<file path="config.mk">
export PLATFORM = sky130hd
export DESIGN_NAME = fod_decoder
export DESIGN_NICKNAME = d
export VERILOG_FILES = /design/src/fod_pkg.sv /design/src/fod_decoder.sv
export VERILOG_INCLUDE_DIRS = /design/src
export SDC_FILE = /design/constraint.sdc
export NUM_CORES = 1
export LEC_CHECK = 0
export BUFFER_PORTS_ARGS = -buffer_cell sky130_fd_sc_hd__clkbuf_2
export CAP_MARGIN = 15
export CORE_MARGIN = 2
export CORE_UTILIZATION = 45
export DETAILED_ROUTE_END_ITERATION = 12
export MAX_ROUTING_LAYER = met4
export PLACE_DENSITY = 0.68
export SYNTH_ARGS = -nofsm -noshare
export SYNTH_HDL_FRONTEND = slang
export SYNTH_SLANG_ARGS = --single-unit
export TNS_END_PERCENT = 5
</file>
<file path="constraint.sdc">
create_clock -name CLK_IN -period 2.8 [get_ports CLK_IN]
set_clock_uncertainty 0.1 [all_clocks]
set_input_delay 0.56 -clock CLK_IN [delete_from_list [all_inputs] [get_ports CLK_IN]]
set_output_delay 0.56 -clock CLK_IN [all_outputs]
set_load 0.05 [all_outputs]
</file>
<file path="src/fod_params.svh">
// fod_params.svh: opcode values, field positions and clock counts of the
// floating point opcode decoder, as `define macros.
// assumes: included by bare name from the package and the decoder module.
//
// Notes on behaviour
// - stack pointer increment: no data, two clocks
// - push register or memory real, two clocks
// - decimal load converts and pushes, 41-45 clocks
// - integer loads push: 4-8, 4-6, 3-6 clocks
// - push one, pi or zero in four clocks
// - push log constants in four clocks each
// - control word load from memory, four clocks
// - multiply, register form: direction bit picks destination, 4-9 clocks; memory form 4-8 or 4-6
// - multiply into ST(n) then pop, 4-9 clocks
// - integer multiply: 9-11 or 8-10 clocks
// - arctangent into ST(1), pop, 97-161 clocks
// - both remainder forms take 82-91 clocks
// - tangent then push one, 117-129 clocks
// - round stack top in place, 10-20 clocks
// - state restore takes 56-72 clocks
// - save: waiting 57-67, plain 55-65 clocks
// - scale by power of two, 7-14 clocks
// - sine replaces stack top, 76-140 clocks
// - sine/cosine: sine in top, push cosine
// - square root replaces stack top, 59-60 clocks
// - store without pop to ST(n)/memory, two clocks
`ifndef FOD_PARAMS_SVH
`define FOD_PARAMS_SVH

// ==========================================================
// escape opcodes and fixed second bytes
`define FOD_ESC_D8 8'hd8
`define FOD_ESC_D9 8'hd9
`define FOD_ESC_DA 8'hda
`define FOD_ESC_DB 8'hdb
`define FOD_ESC_DC 8'hdc
`define FOD_ESC_DD 8'hdd
`define FOD_ESC_DE 8'hde
`define FOD_ESC_DF 8'hdf
`define FOD_B2_INC 8'hf7
`define FOD_B2_ONE 8'he8
`define FOD_B2_L2T 8'he9
`define FOD_B2_L2E 8'hea
`define FOD_B2_PI 8'heb
`define FOD_B2_LG2 8'hec
`define FOD_B2_LN2 8'hed
`define FOD_B2_ZERO 8'hee
`define FOD_B2_ATAN 8'hf3
`define FOD_B2_PREM 8'hf8
`define FOD_B2_PREM1 8'hf5
`define FOD_B2_TAN 8'hf2
`define FOD_B2_RND 8'hfc
`define FOD_B2_SCALE 8'hfd
`define FOD_B2_SIN 8'hfe
`define FOD_B2_SINCOS 8'hfb
`define FOD_B2_SQRT 8'hfa
// register-form upper five bits of the modrm byte
`define FOD_RF_PUSH 5'h18
`define FOD_RF_MUL 5'h19
`define FOD_RF_STORE 5'h1a
`define FOD_MOD_REG 2'h3
// ==========================================================
// clock counts, min and max
`define FOD_T_TWO 8'h02
`define FOD_T_FOUR 8'h04
`define FOD_T_BCD_MIN 8'h29
`define FOD_T_BCD_MAX 8'h2d
`define FOD_T_I64_MAX 8'h08
`define FOD_T_I32_MAX 8'h06
`define FOD_T_I16_MIN 8'h03
`define FOD_T_MUL_MAX 8'h09
`define FOD_T_IM32_MIN 8'h09
`define FOD_T_IM32_MAX 8'h0b
`define FOD_T_IM16_MIN 8'h08
`define FOD_T_IM16_MAX 8'h0a
`define FOD_T_ATAN_MIN 8'h61
`define FOD_T_ATAN_MAX 8'ha1
`define FOD_T_REM_MIN 8'h52
`define FOD_T_REM_MAX 8'h5b
`define FOD_T_TAN_MIN 8'h75
`define FOD_T_TAN_MAX 8'h81
`define FOD_T_RND_MIN 8'h0a
`define FOD_T_RND_MAX 8'h14
`define FOD_T_RST_MIN 8'h38
`define FOD_T_RST_MAX 8'h48
`define FOD_T_SAVW_MIN 8'h39
`define FOD_T_SAVW_MAX 8'h43
`define FOD_T_SAVN_MIN 8'h37
`define FOD_T_SAVN_MAX 8'h41
`define FOD_T_SCL_MIN 8'h07
`define FOD_T_SCL_MAX 8'h0e
`define FOD_T_SIN_MIN 8'h4c
`define FOD_T_SIN_MAX 8'h8c
`define FOD_T_SC_MIN 8'h91
`define FOD_T_SC_MAX 8'ha1
`define FOD_T_SQRT_MIN 8'h3b
`define FOD_T_SQRT_MAX 8'h3c
// reset values
`define FOD_CW_RESET 16'h037f
`define FOD_TOP_RESET 3'h0

`endif

</file>
<file path="src/fod_pkg.sv">
// fod_pkg.sv: types shared by the floating point opcode decoder.
// assumes: fod_params.svh sits in the same folder.
`default_nettype none

package fod_pkg;
  `include "fod_params.svh"

  // ==========================================================
  // decoded operation classes
  typedef enum logic [4:0] {
    OP_NONE = 5'h00, OP_INC = 5'h01, OP_PUSH_REG = 5'h02, OP_PUSH_MEM = 5'h03,
    OP_DEC_LOAD = 5'h04, OP_INT_LOAD = 5'h05, OP_CONST = 5'h06, OP_CW_LOAD = 5'h07,
    OP_MUL = 5'h08, OP_MUL_POP = 5'h09, OP_INT_MUL = 5'h0a, OP_ATAN = 5'h0b,
    OP_REM = 5'h0c, OP_TAN = 5'h0d, OP_ROUND = 5'h0e, OP_RESTORE = 5'h0f,
    OP_SAVE = 5'h10, OP_SCALE = 5'h11, OP_SINE = 5'h12, OP_SINCOS = 5'h13,
    OP_SQRT = 5'h14, OP_STORE = 5'h15
  } fod_op_type;

  // constant selector for load-constant pushes
  typedef enum logic [2:0] {
    CK_ONE = 3'h0, CK_PI = 3'h1, CK_ZERO = 3'h2, CK_L2E = 3'h3,
    CK_L2T = 3'h4, CK_LG2 = 3'h5, CK_LN2 = 3'h6
  } fod_const_type;

  // controller states
  typedef enum logic [1:0] {
    ST_IDLE = 2'h0, ST_WAIT = 2'h1, ST_RUN = 2'h2
  } fod_state_type;

  // one decoded instruction
  typedef struct packed {
    logic valid;
    fod_op_type op;
    logic [7:0] min_clk;
    logic [7:0] max_clk;
    logic push;
    logic pop;
    logic inc;
    logic mem;
    logic dest_stn;
    logic [2:0] reg_idx;
    fod_const_type konst;
  } fod_dec_type;
endpackage : fod_pkg

`default_nettype wire

</file>
<file path="src/fod_decoder.sv">
// fod_decoder.sv: decodes one floating point opcode, runs its clock count,
// and applies its stack-pointer effect and control-word load when done.
// assumes: the integer pipeline offers an opcode pair with a one-cycle
// issue strobe only while ready is high, sharing the core clock and reset.
`default_nettype none
`include "fod_params.svh"

module fod_decoder
  import fod_pkg::*;
(
  input wire logic CLK_IN,
  input wire logic RST_B_IN,
  input wire logic ISSUE_IN,
  input wire logic WAIT_PREFIX_IN,
  input wire logic [7:0] OPCODE_IN,
  input wire logic [7:0] MODRM_IN,
  input wire logic SLOW_IN,
  input wire logic PEND_EXC_IN,
  input wire logic [15:0] CW_DATA_IN,
  output logic READY_OUT,
  output logic BUSY_OUT,
  output logic DONE_OUT,
  output logic ILLEGAL_OUT,
  output logic EXC_REQ_OUT,
  output logic [4:0] OP_CLASS_OUT,
  output logic PUSH_OUT,
  output logic POP_OUT,
  output logic MEM_OUT,
  output logic DEST_STN_OUT,
  output logic [2:0] REG_IDX_OUT,
  output logic [2:0] CONST_SEL_OUT,
  output logic [2:0] STACK_TOP_OUT,
  output logic [15:0] CTRL_WORD_OUT
);

  // ==========================================================
  // decode function
  function automatic fod_dec_type decode(input logic [7:0] opc, input logic [7:0] mrm,
                                         input logic wt);
    fod_dec_type d;
    logic rf;
    logic [2:0] rg;
    d = '0;
    d.op = OP_NONE;
    d.konst = CK_ONE;
    rf = (mrm[7:6] == `FOD_MOD_REG);
    rg = mrm[5:3];
    d.reg_idx = mrm[2:0];
    d.mem = !rf;
    d.valid = 1'b1;
    // default to the two-clock figure; branches with longer counts override
    d.min_clk = `FOD_T_TWO;
    d.max_clk = `FOD_T_TWO;
    case (opc)
      `FOD_ESC_D9: begin
        if (rf && mrm[7:3] == `FOD_RF_PUSH) begin
          d.op = OP_PUSH_REG; d.push = 1'b1;
        end else if (!rf && rg == 3'h0) begin
          d.op = OP_PUSH_MEM; d.push = 1'b1;
        end else if (!rf && rg == 3'h5) begin
          d.op = OP_CW_LOAD; d.min_clk = `FOD_T_FOUR; d.max_clk = `FOD_T_FOUR;
        end else if (!rf && rg == 3'h2) begin
          d.op = OP_STORE;
        end else begin
          d.min_clk = `FOD_T_FOUR;
          d.max_clk = `FOD_T_FOUR;
          case (mrm)
            `FOD_B2_INC: begin
              d.op = OP_INC; d.inc = 1'b1;
              d.min_clk = `FOD_T_TWO; d.max_clk = `FOD_T_TWO;
            end
            `FOD_B2_ONE: begin d.op = OP_CONST; d.push = 1'b1; d.konst = CK_ONE; end
            `FOD_B2_PI: begin d.op = OP_CONST; d.push = 1'b1; d.konst = CK_PI; end
            `FOD_B2_ZERO: begin d.op = OP_CONST; d.push = 1'b1; d.konst = CK_ZERO; end
            `FOD_B2_L2E: begin d.op = OP_CONST; d.push = 1'b1; d.konst = CK_L2E; end
            `FOD_B2_L2T: begin d.op = OP_CONST; d.push = 1'b1; d.konst = CK_L2T; end
            `FOD_B2_LG2: begin d.op = OP_CONST; d.push = 1'b1; d.konst = CK_LG2; end
            `FOD_B2_LN2: begin d.op = OP_CONST; d.push = 1'b1; d.konst = CK_LN2; end
            `FOD_B2_ATAN: begin
              d.op = OP_ATAN; d.pop = 1'b1;
              d.min_clk = `FOD_T_ATAN_MIN; d.max_clk = `FOD_T_ATAN_MAX;
            end
            `FOD_B2_PREM, `FOD_B2_PREM1: begin
              d.op = OP_REM;
              d.min_clk = `FOD_T_REM_MIN; d.max_clk = `FOD_T_REM_MAX;
            end
            `FOD_B2_TAN: begin
              d.op = OP_TAN; d.push = 1'b1;
              d.min_clk = `FOD_T_TAN_MIN; d.max_clk = `FOD_T_TAN_MAX;
            end
            `FOD_B2_RND: begin
              d.op = OP_ROUND;
              d.min_clk = `FOD_T_RND_MIN; d.max_clk = `FOD_T_RND_MAX;
            end
            `FOD_B2_SCALE: begin
              d.op = OP_SCALE;
              d.min_clk = `FOD_T_SCL_MIN; d.max_clk = `FOD_T_SCL_MAX;
            end
            `FOD_B2_SIN: begin
              d.op = OP_SINE;
              d.min_clk = `FOD_T_SIN_MIN; d.max_clk = `FOD_T_SIN_MAX;
            end
            `FOD_B2_SINCOS: begin
              d.op = OP_SINCOS; d.push = 1'b1;
              d.min_clk = `FOD_T_SC_MIN; d.max_clk = `FOD_T_SC_MAX;
            end
            `FOD_B2_SQRT: begin
              d.op = OP_SQRT;
              d.min_clk = `FOD_T_SQRT_MIN; d.max_clk = `FOD_T_SQRT_MAX;
            end
            default: d.valid = 1'b0;
          endcase
        end
      end
      `FOD_ESC_DD: begin
        if (rf && mrm[7:3] == `FOD_RF_STORE) begin
          d.op = OP_STORE; d.dest_stn = 1'b1;
        end else if (!rf && rg == 3'h0) begin
          d.op = OP_PUSH_MEM; d.push = 1'b1;
        end else if (!rf && rg == 3'h2) begin
          d.op = OP_STORE;
        end else if (!rf && rg == 3'h4) begin
          d.op = OP_RESTORE;
          d.min_clk = `FOD_T_RST_MIN; d.max_clk = `FOD_T_RST_MAX;
        end else if (!rf && rg == 3'h6) begin
          d.op = OP_SAVE;
          d.min_clk = wt ? `FOD_T_SAVW_MIN : `FOD_T_SAVN_MIN;
          d.max_clk = wt ? `FOD_T_SAVW_MAX : `FOD_T_SAVN_MAX;
        end else begin
          d.valid = 1'b0;
        end
      end
      `FOD_ESC_DB: begin
        if (!rf && rg == 3'h0) begin
          d.op = OP_INT_LOAD; d.push = 1'b1;
          d.min_clk = `FOD_T_FOUR; d.max_clk = `FOD_T_I32_MAX;
        end else if (!rf && rg == 3'h5) begin
          d.op = OP_PUSH_MEM; d.push = 1'b1;
        end else begin
          d.valid = 1'b0;
        end
      end
      `FOD_ESC_DF: begin
        d.push = 1'b1;
        if (!rf && rg == 3'h4) begin
          d.op = OP_DEC_LOAD;
          d.min_clk = `FOD_T_BCD_MIN; d.max_clk = `FOD_T_BCD_MAX;
        end else if (!rf && rg == 3'h5) begin
          d.op = OP_INT_LOAD;
          d.min_clk = `FOD_T_FOUR; d.max_clk = `FOD_T_I64_MAX;
        end else if (!rf && rg == 3'h0) begin
          d.op = OP_INT_LOAD;
          d.min_clk = `FOD_T_I16_MIN; d.max_clk = `FOD_T_I32_MAX;
        end else begin
          d.valid = 1'b0;
        end
      end
      `FOD_ESC_DC, `FOD_ESC_D8: begin
        d.min_clk = `FOD_T_FOUR;
        if (rf && mrm[7:3] == `FOD_RF_MUL) begin
          d.op = OP_MUL; d.max_clk = `FOD_T_MUL_MAX;
          d.dest_stn = opc[2];
        end else if (!rf && rg == 3'h1) begin
          d.op = OP_MUL;
          d.max_clk = opc[2] ? `FOD_T_I64_MAX : `FOD_T_I32_MAX;
        end else begin
          d.valid = 1'b0;
        end
      end
      `FOD_ESC_DE: begin
        if (rf && mrm[7:3] == `FOD_RF_MUL) begin
          d.op = OP_MUL_POP; d.pop = 1'b1; d.dest_stn = 1'b1;
          d.min_clk = `FOD_T_FOUR; d.max_clk = `FOD_T_MUL_MAX;
        end else if (!rf && rg == 3'h1) begin
          d.op = OP_INT_MUL;
          d.min_clk = `FOD_T_IM16_MIN; d.max_clk = `FOD_T_IM16_MAX;
        end else begin
          d.valid = 1'b0;
        end
      end
      `FOD_ESC_DA: begin
        if (!rf && rg == 3'h1) begin
          d.op = OP_INT_MUL;
          d.min_clk = `FOD_T_IM32_MIN; d.max_clk = `FOD_T_IM32_MAX;
        end else begin
          d.valid = 1'b0;
        end
      end
      default: d.valid = 1'b0;
    endcase
    return d;
  endfunction : decode

  // ==========================================================
  // state
  fod_state_type state_q; // controller state
  fod_dec_type dec_d; // combinational decode of the offered opcode
  fod_dec_type cur_q; // instruction in flight
  logic [7:0] cnt_q; // clocks still to spend
  logic take; // accepted issue this cycle
  logic finish; // last clock of the instruction

  assign dec_d = decode(OPCODE_IN, MODRM_IN, WAIT_PREFIX_IN);
  assign take = ISSUE_IN && state_q == ST_IDLE && dec_d.valid;
  assign finish = state_q == ST_RUN && cnt_q == 8'h01;

  // ==========================================================
  // controller: idle, exception wait, run
  always_ff @(posedge CLK_IN or negedge RST_B_IN) begin
    if (!RST_B_IN) begin
      state_q <= ST_IDLE;
    end else begin
      case (state_q)
        ST_IDLE: begin
          if (take) begin
            // waiting form holds off while exceptions are pending
            state_q <= (WAIT_PREFIX_IN && PEND_EXC_IN) ? ST_WAIT : ST_RUN;
          end
        end
        ST_WAIT: if (!PEND_EXC_IN) state_q <= ST_RUN;
        ST_RUN: if (finish) state_q <= ST_IDLE;
        default: state_q <= ST_IDLE;
      endcase
    end
  end

  // latch decode and clock count on issue; count down while running
  always_ff @(posedge CLK_IN or negedge RST_B_IN) begin
    if (!RST_B_IN) begin
      cur_q <= '0;
      cnt_q <= 8'h00;
    end else if (take) begin
      cur_q <= dec_d;
      cnt_q <= SLOW_IN ? dec_d.max_clk : dec_d.min_clk;
    end else if (state_q == ST_RUN && cnt_q != 8'h00) begin
      cnt_q <= cnt_q - 8'h01;
    end
  end

  // ==========================================================
  // stack pointer and control word, updated on completion
  always_ff @(posedge CLK_IN or negedge RST_B_IN) begin
    if (!RST_B_IN) begin
      STACK_TOP_OUT <= `FOD_TOP_RESET;
    end else if (finish) begin
      if (cur_q.push) STACK_TOP_OUT <= STACK_TOP_OUT - 3'h1;
      else if (cur_q.pop || cur_q.inc) STACK_TOP_OUT <= STACK_TOP_OUT + 3'h1;
    end
  end

  // control word captured from the memory operand
  always_ff @(posedge CLK_IN or negedge RST_B_IN) begin
    if (!RST_B_IN) begin
      CTRL_WORD_OUT <= `FOD_CW_RESET;
    end else if (finish && cur_q.op == OP_CW_LOAD) begin
      CTRL_WORD_OUT <= CW_DATA_IN;
    end
  end

  // ==========================================================
  // handshake and status outputs
  always_ff @(posedge CLK_IN or negedge RST_B_IN) begin
    if (!RST_B_IN) begin
      READY_OUT <= 1'b1;
      BUSY_OUT <= 1'b0;
      DONE_OUT <= 1'b0;
      ILLEGAL_OUT <= 1'b0;
      EXC_REQ_OUT <= 1'b0;
    end else begin
      READY_OUT <= (state_q == ST_IDLE && !take) || finish;
      BUSY_OUT <= take || (state_q != ST_IDLE && !finish);
      DONE_OUT <= finish;
      ILLEGAL_OUT <= ISSUE_IN && state_q == ST_IDLE && !dec_d.valid;
      // ask the core to resolve pending exceptions before starting
      EXC_REQ_OUT <= (take && WAIT_PREFIX_IN && PEND_EXC_IN)
                     || (state_q == ST_WAIT && PEND_EXC_IN);
    end
  end

  // decoded attributes of the instruction in flight
  always_ff @(posedge CLK_IN or negedge RST_B_IN) begin
    if (!RST_B_IN) begin
      OP_CLASS_OUT <= 5'h00;
      PUSH_OUT <= 1'b0;
      POP_OUT <= 1'b0;
      MEM_OUT <= 1'b0;
      DEST_STN_OUT <= 1'b0;
      REG_IDX_OUT <= 3'h0;
      CONST_SEL_OUT <= 3'h0;
    end else if (take) begin
      OP_CLASS_OUT <= dec_d.op;
      PUSH_OUT <= dec_d.push;
      POP_OUT <= dec_d.pop;
      MEM_OUT <= dec_d.mem;
      DEST_STN_OUT <= dec_d.dest_stn;
      REG_IDX_OUT <= dec_d.reg_idx;
      CONST_SEL_OUT <= dec_d.konst;
    end
  end

endmodule : fod_decoder

`default_nettype wire

</file>
==> Word-level counts from Yosys, hierarchy flattened <==
Index checks and enable logic that the tools add are counted.
{ "op_classes": {"n_addsub": 3, "reduce_logical": 43, "eq_ne": 41, "n_mux": 83} }
{ "ops": {"columns": ["cell", "count"], "rows": [
  ["8-bit equality test, second input constant", 25],
  ["21-bit one-hot mux with 7 select lines", 1],
  ["16-bit one-hot mux with 9 select lines", 1],
  ["19-bit two-way mux", 4],
  ["16-bit two-way mux", 4],
  ["21-bit two-way mux", 3],
  ["20-bit two-way mux", 3],
  ["5-bit one-hot mux with 10 select lines", 1],
  ["5-bit two-way mux", 6],
  ["3-bit two-way mux", 9],
  ["1-bit two-way mux", 26],
  ["4-bit two-way mux", 6],
  ["8-bit two-way mux", 3],
  ["1-bit logical AND", 21],
  ["3-bit one-hot mux with 6 select lines", 1],
  ["17-bit two-way mux", 1],
  ["17-bit OR reduction", 1],
  ["2-bit two-way mux", 8],
  ["5-bit equality test, second input constant", 3],
  ["11-bit two-way mux", 1],
  ["3-bit equality test, second input constant", 3],
  ["9-bit OR reduction", 1],
  ["8-bit by 1-bit equality test with 1-bit output, second input constant", 1],
  ["8-bit nonzero test", 1],
  ["24 further kinds", 36]
]} }
{ "word_totals": {"out_inout_bits": 39, "word_cells": 187, "in_bits": 38, "reg_bits": 50} }

==> Depth between registers and ports, before layout <==
{ "logic_depth": {"word_depth": 13, "ltp_mapped": 10, "depth_no_buf": 8} }

==> Worst setup path before layout <==
OpenSTA, ideal clock, no wires.
{ "synth_timing": {"path_type": "input port to flip-flop", "startpoint": "input OPCODE_IN[5]", "endpoint": "register cur_q[8] (netlist bit)", "cell_stages": 8, "n_path_buf": 2, "arrival_ns": 2.280, "setup_slack_ns": 0.292, "setup_ns": 0.127, "required_ns": 2.573, "path_cell_list": "nand4b_1 or4_4 a21o_1 nand4_1 o31a_1 buf_4 buf_6 mux2_1"} }
{ "synth_via": {"elab_chain_cells": 4} }
{ "synth_lines": {"columns": ["item", "line_no", "source"], "rows": [
  ["start: declaration", "fod_decoder.sv:15", "input wire logic [7:0] OPCODE_IN,"],
  ["8-bit equality test", "fod_decoder.sv:54", "case (opc)"],
  ["3-bit OR reduction (no line)", null, null],
  ["1-bit one-hot mux with 6 select lines", "fod_decoder.sv:54", null],
  ["1-bit logical AND", "fod_decoder.sv:204", "assign take = ISSUE_IN && state_q == ST_IDLE && dec_d.valid;"],
  ["end signal: assignment", "fod_decoder.sv:230", "cur_q <= '0;"],
  ["end signal: assignment", "fod_decoder.sv:233", "cur_q <= dec_d;"],
  ["end: declaration", "fod_decoder.sv:198", "fod_dec_type cur_q;"]
]} }
Parallel ways exist; a longest one is shown, timed or not.
A chain may end at the register's enable or synchronous reset.

==> Final worst setup path <==
{ "layout_timing": {"startpoint": "register cnt_q[4]", "endpoint": "register CTRL_WORD_OUT[7]"} }
{ "layout_via": {"elab_chain_cells": 3} }
{ "layout_lines": {"columns": ["item", "line_no", "source"], "rows": [
  ["start: declaration", "fod_decoder.sv:199", "logic [7:0] cnt_q;"],
  ["start signal: assignment", "fod_decoder.sv:234", "cnt_q <= SLOW_IN ? dec_d.max_clk : dec_d.min_clk;"],
  ["start signal: assignment", "fod_decoder.sv:236", "cnt_q <= cnt_q - 8'h01;"],
  ["8-bit by 1-bit equality test with 1-bit output", "fod_decoder.sv:205", "assign finish = state_q == ST_RUN && cnt_q == 8'h01;"],
  ["1-bit logical AND", "fod_decoder.sv:205", null],
  ["named net finish", "fod_decoder.sv:201", "logic finish;"],
  ["1-bit logical AND", "fod_decoder.sv:255", "end else if (finish && cur_q.op == OP_CW_LOAD) begin"],
  ["end signal: assignment", "fod_decoder.sv:254", "CTRL_WORD_OUT <= `FOD_CW_RESET;"],
  ["end: declaration", "fod_decoder.sv:33", "output logic [15:0] CTRL_WORD_OUT"]
]} }
The timed path passes the listed nets, and every way through them passes these cells.

==> metrics list <==
- The clock period could shrink to 2.54 ns.
- H-Tree Depth: 2
- Worst max-slew margin expressed relative to the limit: 55.1%
* Kind of critical path: flop to flop
- Cells after synthesis: 412
- Share of synthesized area occupied by flip-flops and latches: 35.7%
- Number of buffers created by CTS: 5
- After the flow finishes, the layout carries non-filler instances totaling 595.
- Number of iterations in the first detailed-routing pass: 5
- Maximum number of buffers from clock root to sink: 2
* Origin of the critical flop-to-flop path: cnt_q[4]$_DFFE_PN0P_
* Placed Instances: 587
* Capturing point of the worst reg2reg path: CTRL_WORD_OUT[7]$_DFFE_PN0P_
- Count of final hold-check violations: 0
* Number of remaining DRC errors: 0
* Via count of the first global-routing pass: 3242
- Initial detailed-routing violation count: 244
- In the synthesized netlist the dominant register cell turns out to be sky130_fd_sc_hd__dfrtp_1.
- Measured along the x axis, the die boundary spans 92.7 microns.
- Once detail routing completed, the nets flagged for antenna violations numbered 0.
* Clk slew on worst S/H paths: 0.09 ns
- Overall die area: 8600 sq um
- Worst Path Required: 2.88 ns
- The post-route netlist has 31.2% of its cells at a drive strength greater than 1.
- Sum of net half-perimeters after detailed placement: 7760 microns
- Cell area power density: 506 nW/um^2
- In this run, synthesis produced a sequential element count of 50.
- The cell area that synthesis handed to floorplanning was 3540 sq um.
- 0 antenna diodes ended up in the layout.
* Share of synthesized registers carrying an async set or reset: 100%
* Combined global-route utilization of all metal layers: 23.4%
- For this run, the top clock speed supported by timing is 393 MHz.
* List of most frequent post-synthesis cells: sky130_fd_sc_hd__nand2_1 (45), sky130_fd_sc_hd__dfrtp_1 (40), sky130_fd_sc_hd__nor2_1 (36)
- Each instance of the synthesized netlist takes up on average 8.60 sq um.
- Across the VDD grid, the largest voltage drop is 0.220 mV.
* Sum of negative setup slack: 0 ns
- Worst Reg2Reg Path Length in Cells: 6
- The first global-routing pass estimated 15700 microns of wire.
- Buffers inserted to repair hold after CTS numbered 0.
- Max-capacitance violation count: 0
* Buffers on Ports: 76
- Mean routed wirelength per cell: 16.5 microns
* Pin count of the biggest net entering global routing: 36
* Top area cells in the synthesized netlist: sky130_fd_sc_hd__dfrtp_1 (28%), sky130_fd_sc_hd__dfstp_2 (7.4%), sky130_fd_sc_hd__mux2_2 (5.4%)
- Routed via count divided by cell count: 5.88
- For the worst setup path, the data arrival time is 2.62 ns.
* Result of the run: finished clean
- Post-CTS timing repair inserted 0 buffers for setup.
- Floorplan Core Area: 7690 sq um
- Detailed-route wire length: 9820 microns
- Number of enable flip-flop cells after synthesis: 0
- Setup Viol. Count Final: 0
- Portion of synthesized cell area occupied by the leading cell type: 28.2%
- Total power for the finished layout comes to 2.13 mW.
- Worst min-delay path category: input port to async pin
- Area grow syn2layout: 18.8%
- Setup repair after global routing missed its margin: no
* Number of antenna violations at the first check in global routing: 0
- Die Span Y: 92.7 microns
- Routability-driven placement finished with a final weighted congestion of 0.960.
* Launching element type of the critical path: flop
* Yosys cell types: 72
* Effective utilization at floorplan: 46.1%
- Source-to-sink clock delay at the later pin of the worst-skew pair: 0.30 ns
- Largest fanout on the critical path: 16
- Summed over all cells, the static leakage comes to 1.87 nW.
* Worst-margin pin slew: 0.674 ns
- Post-synthesis net count: 453
- The clock net in this run drives a total of 50 sinks.
- Library cell used as clock root buffer: sky130_fd_sc_hd__clkbuf_8
- Post-cts repair resize count: 0
- Number of vias in the routed layout: 3499
- Yosys instantiated no cell more often than sky130_fd_sc_hd__nand2_1.
* Cell type with the highest aggregate area in the netlist: sky130_fd_sc_hd__dfrtp_1
- Row count: 32
- CTS tree: yes
- Total of warnings raised by yosys: 0
- The final critical path takes up 90.8% of the cycle.
- The number of max-slew violations in the final report came to 0.
* Net count, final: 533
- Setup crit end kind: flop
- In this run the register-to-register setup slack is 0.26 ns.
* Leftover overflow at the end of global routing: 0
* Ports: 77
per-stage QoR:
step	area (sq um)	utilization, %	hold slack, ns	setup slack (ns)
CTS	4210	54.8	0.204	0.252
floorplan	3540	-	0.164	0.292
global route	4210	54.8	0.235	0.0736
detailed placement	4110	53.5	0.366	0.0566
finish	4210	54.8	0.186	0.258
global placement	4110	53.5	0.361	0.0986
report_power, final:
group | internal (mW) | switching (mW)
Sequential | 0.846 | 0.0983
Combinational | 0.272 | 0.492
Clock | 0.199 | 0.223
flip-flops by register name, summed over array words and instances (netlist names):
| signal | count |
|---|---|
| CTRL_WORD_OUT | 16 |
| cnt_q | 8 |
| OP_CLASS_OUT | 5 |
| CONST_SEL_OUT | 3 |
| REG_IDX_OUT | 3 |
| STACK_TOP_OUT | 3 |
| state_q | 2 |
| BUSY_OUT | 1 |
| DEST_STN_OUT | 1 |
| DONE_OUT | 1 |
| EXC_REQ_OUT | 1 |
| ILLEGAL_OUT | 1 |
| MEM_OUT | 1 |
| POP_OUT | 1 |
| PUSH_OUT | 1 |
| READY_OUT | 1 |
| cur_q | 1 |
layer usage:
layer / vias to the layer above / track usage [%] / routed length [microns] / part of all wire (%)
met2: 147 / 37.3 / 4630 / 47
met1: 1667 / 31.4 / 4420 / 45
met3: 13 / 2.44 / 611 / 6.2
li1: 1672 / - / - / -
met4: 0 / 7.97 / 155 / 1.6
met5: - / - / 0 / 0
critical path, cell delays in order, from the launching register on:
cell and delay [ns]:
sky130_fd_sc_hd__dfrtp_1 0.45, sky130_fd_sc_hd__nor4_2 0.35, sky130_fd_sc_hd__and3_1 0.23, sky130_fd_sc_hd__nand2_1 0.11
sky130_fd_sc_hd__nor2_1 0.31, sky130_fd_sc_hd__nand3_2 0.42, sky130_fd_sc_hd__mux2_1 0.45
area by class of cell:
class | count | area [sq um]
repair buffers | 107 | 626
well taps | 102 | 128
clock buffers | 6 | 82.6
clock inverters | 2 | 12.5
fillers | 760 | 3480
inverters | 16 | 60.1
flip-flops and latches | 50 | 1260
multi-input cells | 312 | 2040
kinds of logic (layout without fill, tap and decap cells):
| logic type | count (synthesis) | count (layout) | share of synthesized area, % |
|---|---|---|---|
| AOI/OAI and AO/OA | 113 | 113 | 22.7 |
| xor gates and xnor gates | 7 | 7 | 1.73 |
| and+or+nand+nor | 162 | 162 | 23.4 |
| DFF | 50 | 50 | 35.7 |
| adders and majority gates | 5 | 5 | 1.84 |
| buffers and inverters | 50 | 131 | 6.85 |
| muxes | 25 | 25 | 7.84 |
worst max path at each step:
stage                                     from                            to  slack (ns)  cells after the start
after global routing      cnt_q[4]$_DFFE_PN0P_  CTRL_WORD_OUT[7]$_DFFE_PN0P_        0.07                      6
final                     cnt_q[4]$_DFFE_PN0P_  CTRL_WORD_OUT[7]$_DFFE_PN0P_        0.26                      6
after CTS                 cnt_q[4]$_DFFE_PN0P_  CTRL_WORD_OUT[7]$_DFFE_PN0P_        0.25                      6
after floorplan                   OPCODE_IN[5]          cur_q[8]$_DFFE_PN0N_        0.29                      8
after global placement            OPCODE_IN[5]    REG_IDX_OUT[2]$_DFFE_PN0N_         0.1                      8
after detailed placement          OPCODE_IN[5]  CONST_SEL_OUT[1]$_DFFE_PN0N_        0.06                      8
cells in the final DEF, fill, tap and decap left out, types with 5 or more instances in the layout:
cell,count
sky130_fd_sc_hd__inv_1,16
sky130_fd_sc_hd__dfstp_2,10
sky130_fd_sc_hd__a2111oi_0,5
sky130_fd_sc_hd__buf_4,30
sky130_fd_sc_hd__xnor2_1,5
sky130_fd_sc_hd__nand3_1,11
sky130_fd_sc_hd__mux2_2,17
sky130_fd_sc_hd__nor2_1,36
sky130_fd_sc_hd__o31ai_1,5
sky130_fd_sc_hd__or3_1,7
sky130_fd_sc_hd__a211oi_1,5
sky130_fd_sc_hd__a21oi_1,25
sky130_fd_sc_hd__nand2b_1,8
sky130_fd_sc_hd__a31oi_1,6
sky130_fd_sc_hd__clkbuf_8,6
sky130_fd_sc_hd__o21ai_0,15
sky130_fd_sc_hd__nand2_1,45
sky130_fd_sc_hd__nand4_1,6
sky130_fd_sc_hd__mux2_1,5
sky130_fd_sc_hd__nor3_1,14
sky130_fd_sc_hd__dfrtp_1,40
sky130_fd_sc_hd__o211ai_1,5
sky130_fd_sc_hd__nor2b_1,5
sky130_fd_sc_hd__and3_1,5
sky130_fd_sc_hd__clkbuf_2,76
(Power assumes the default switching activity.)
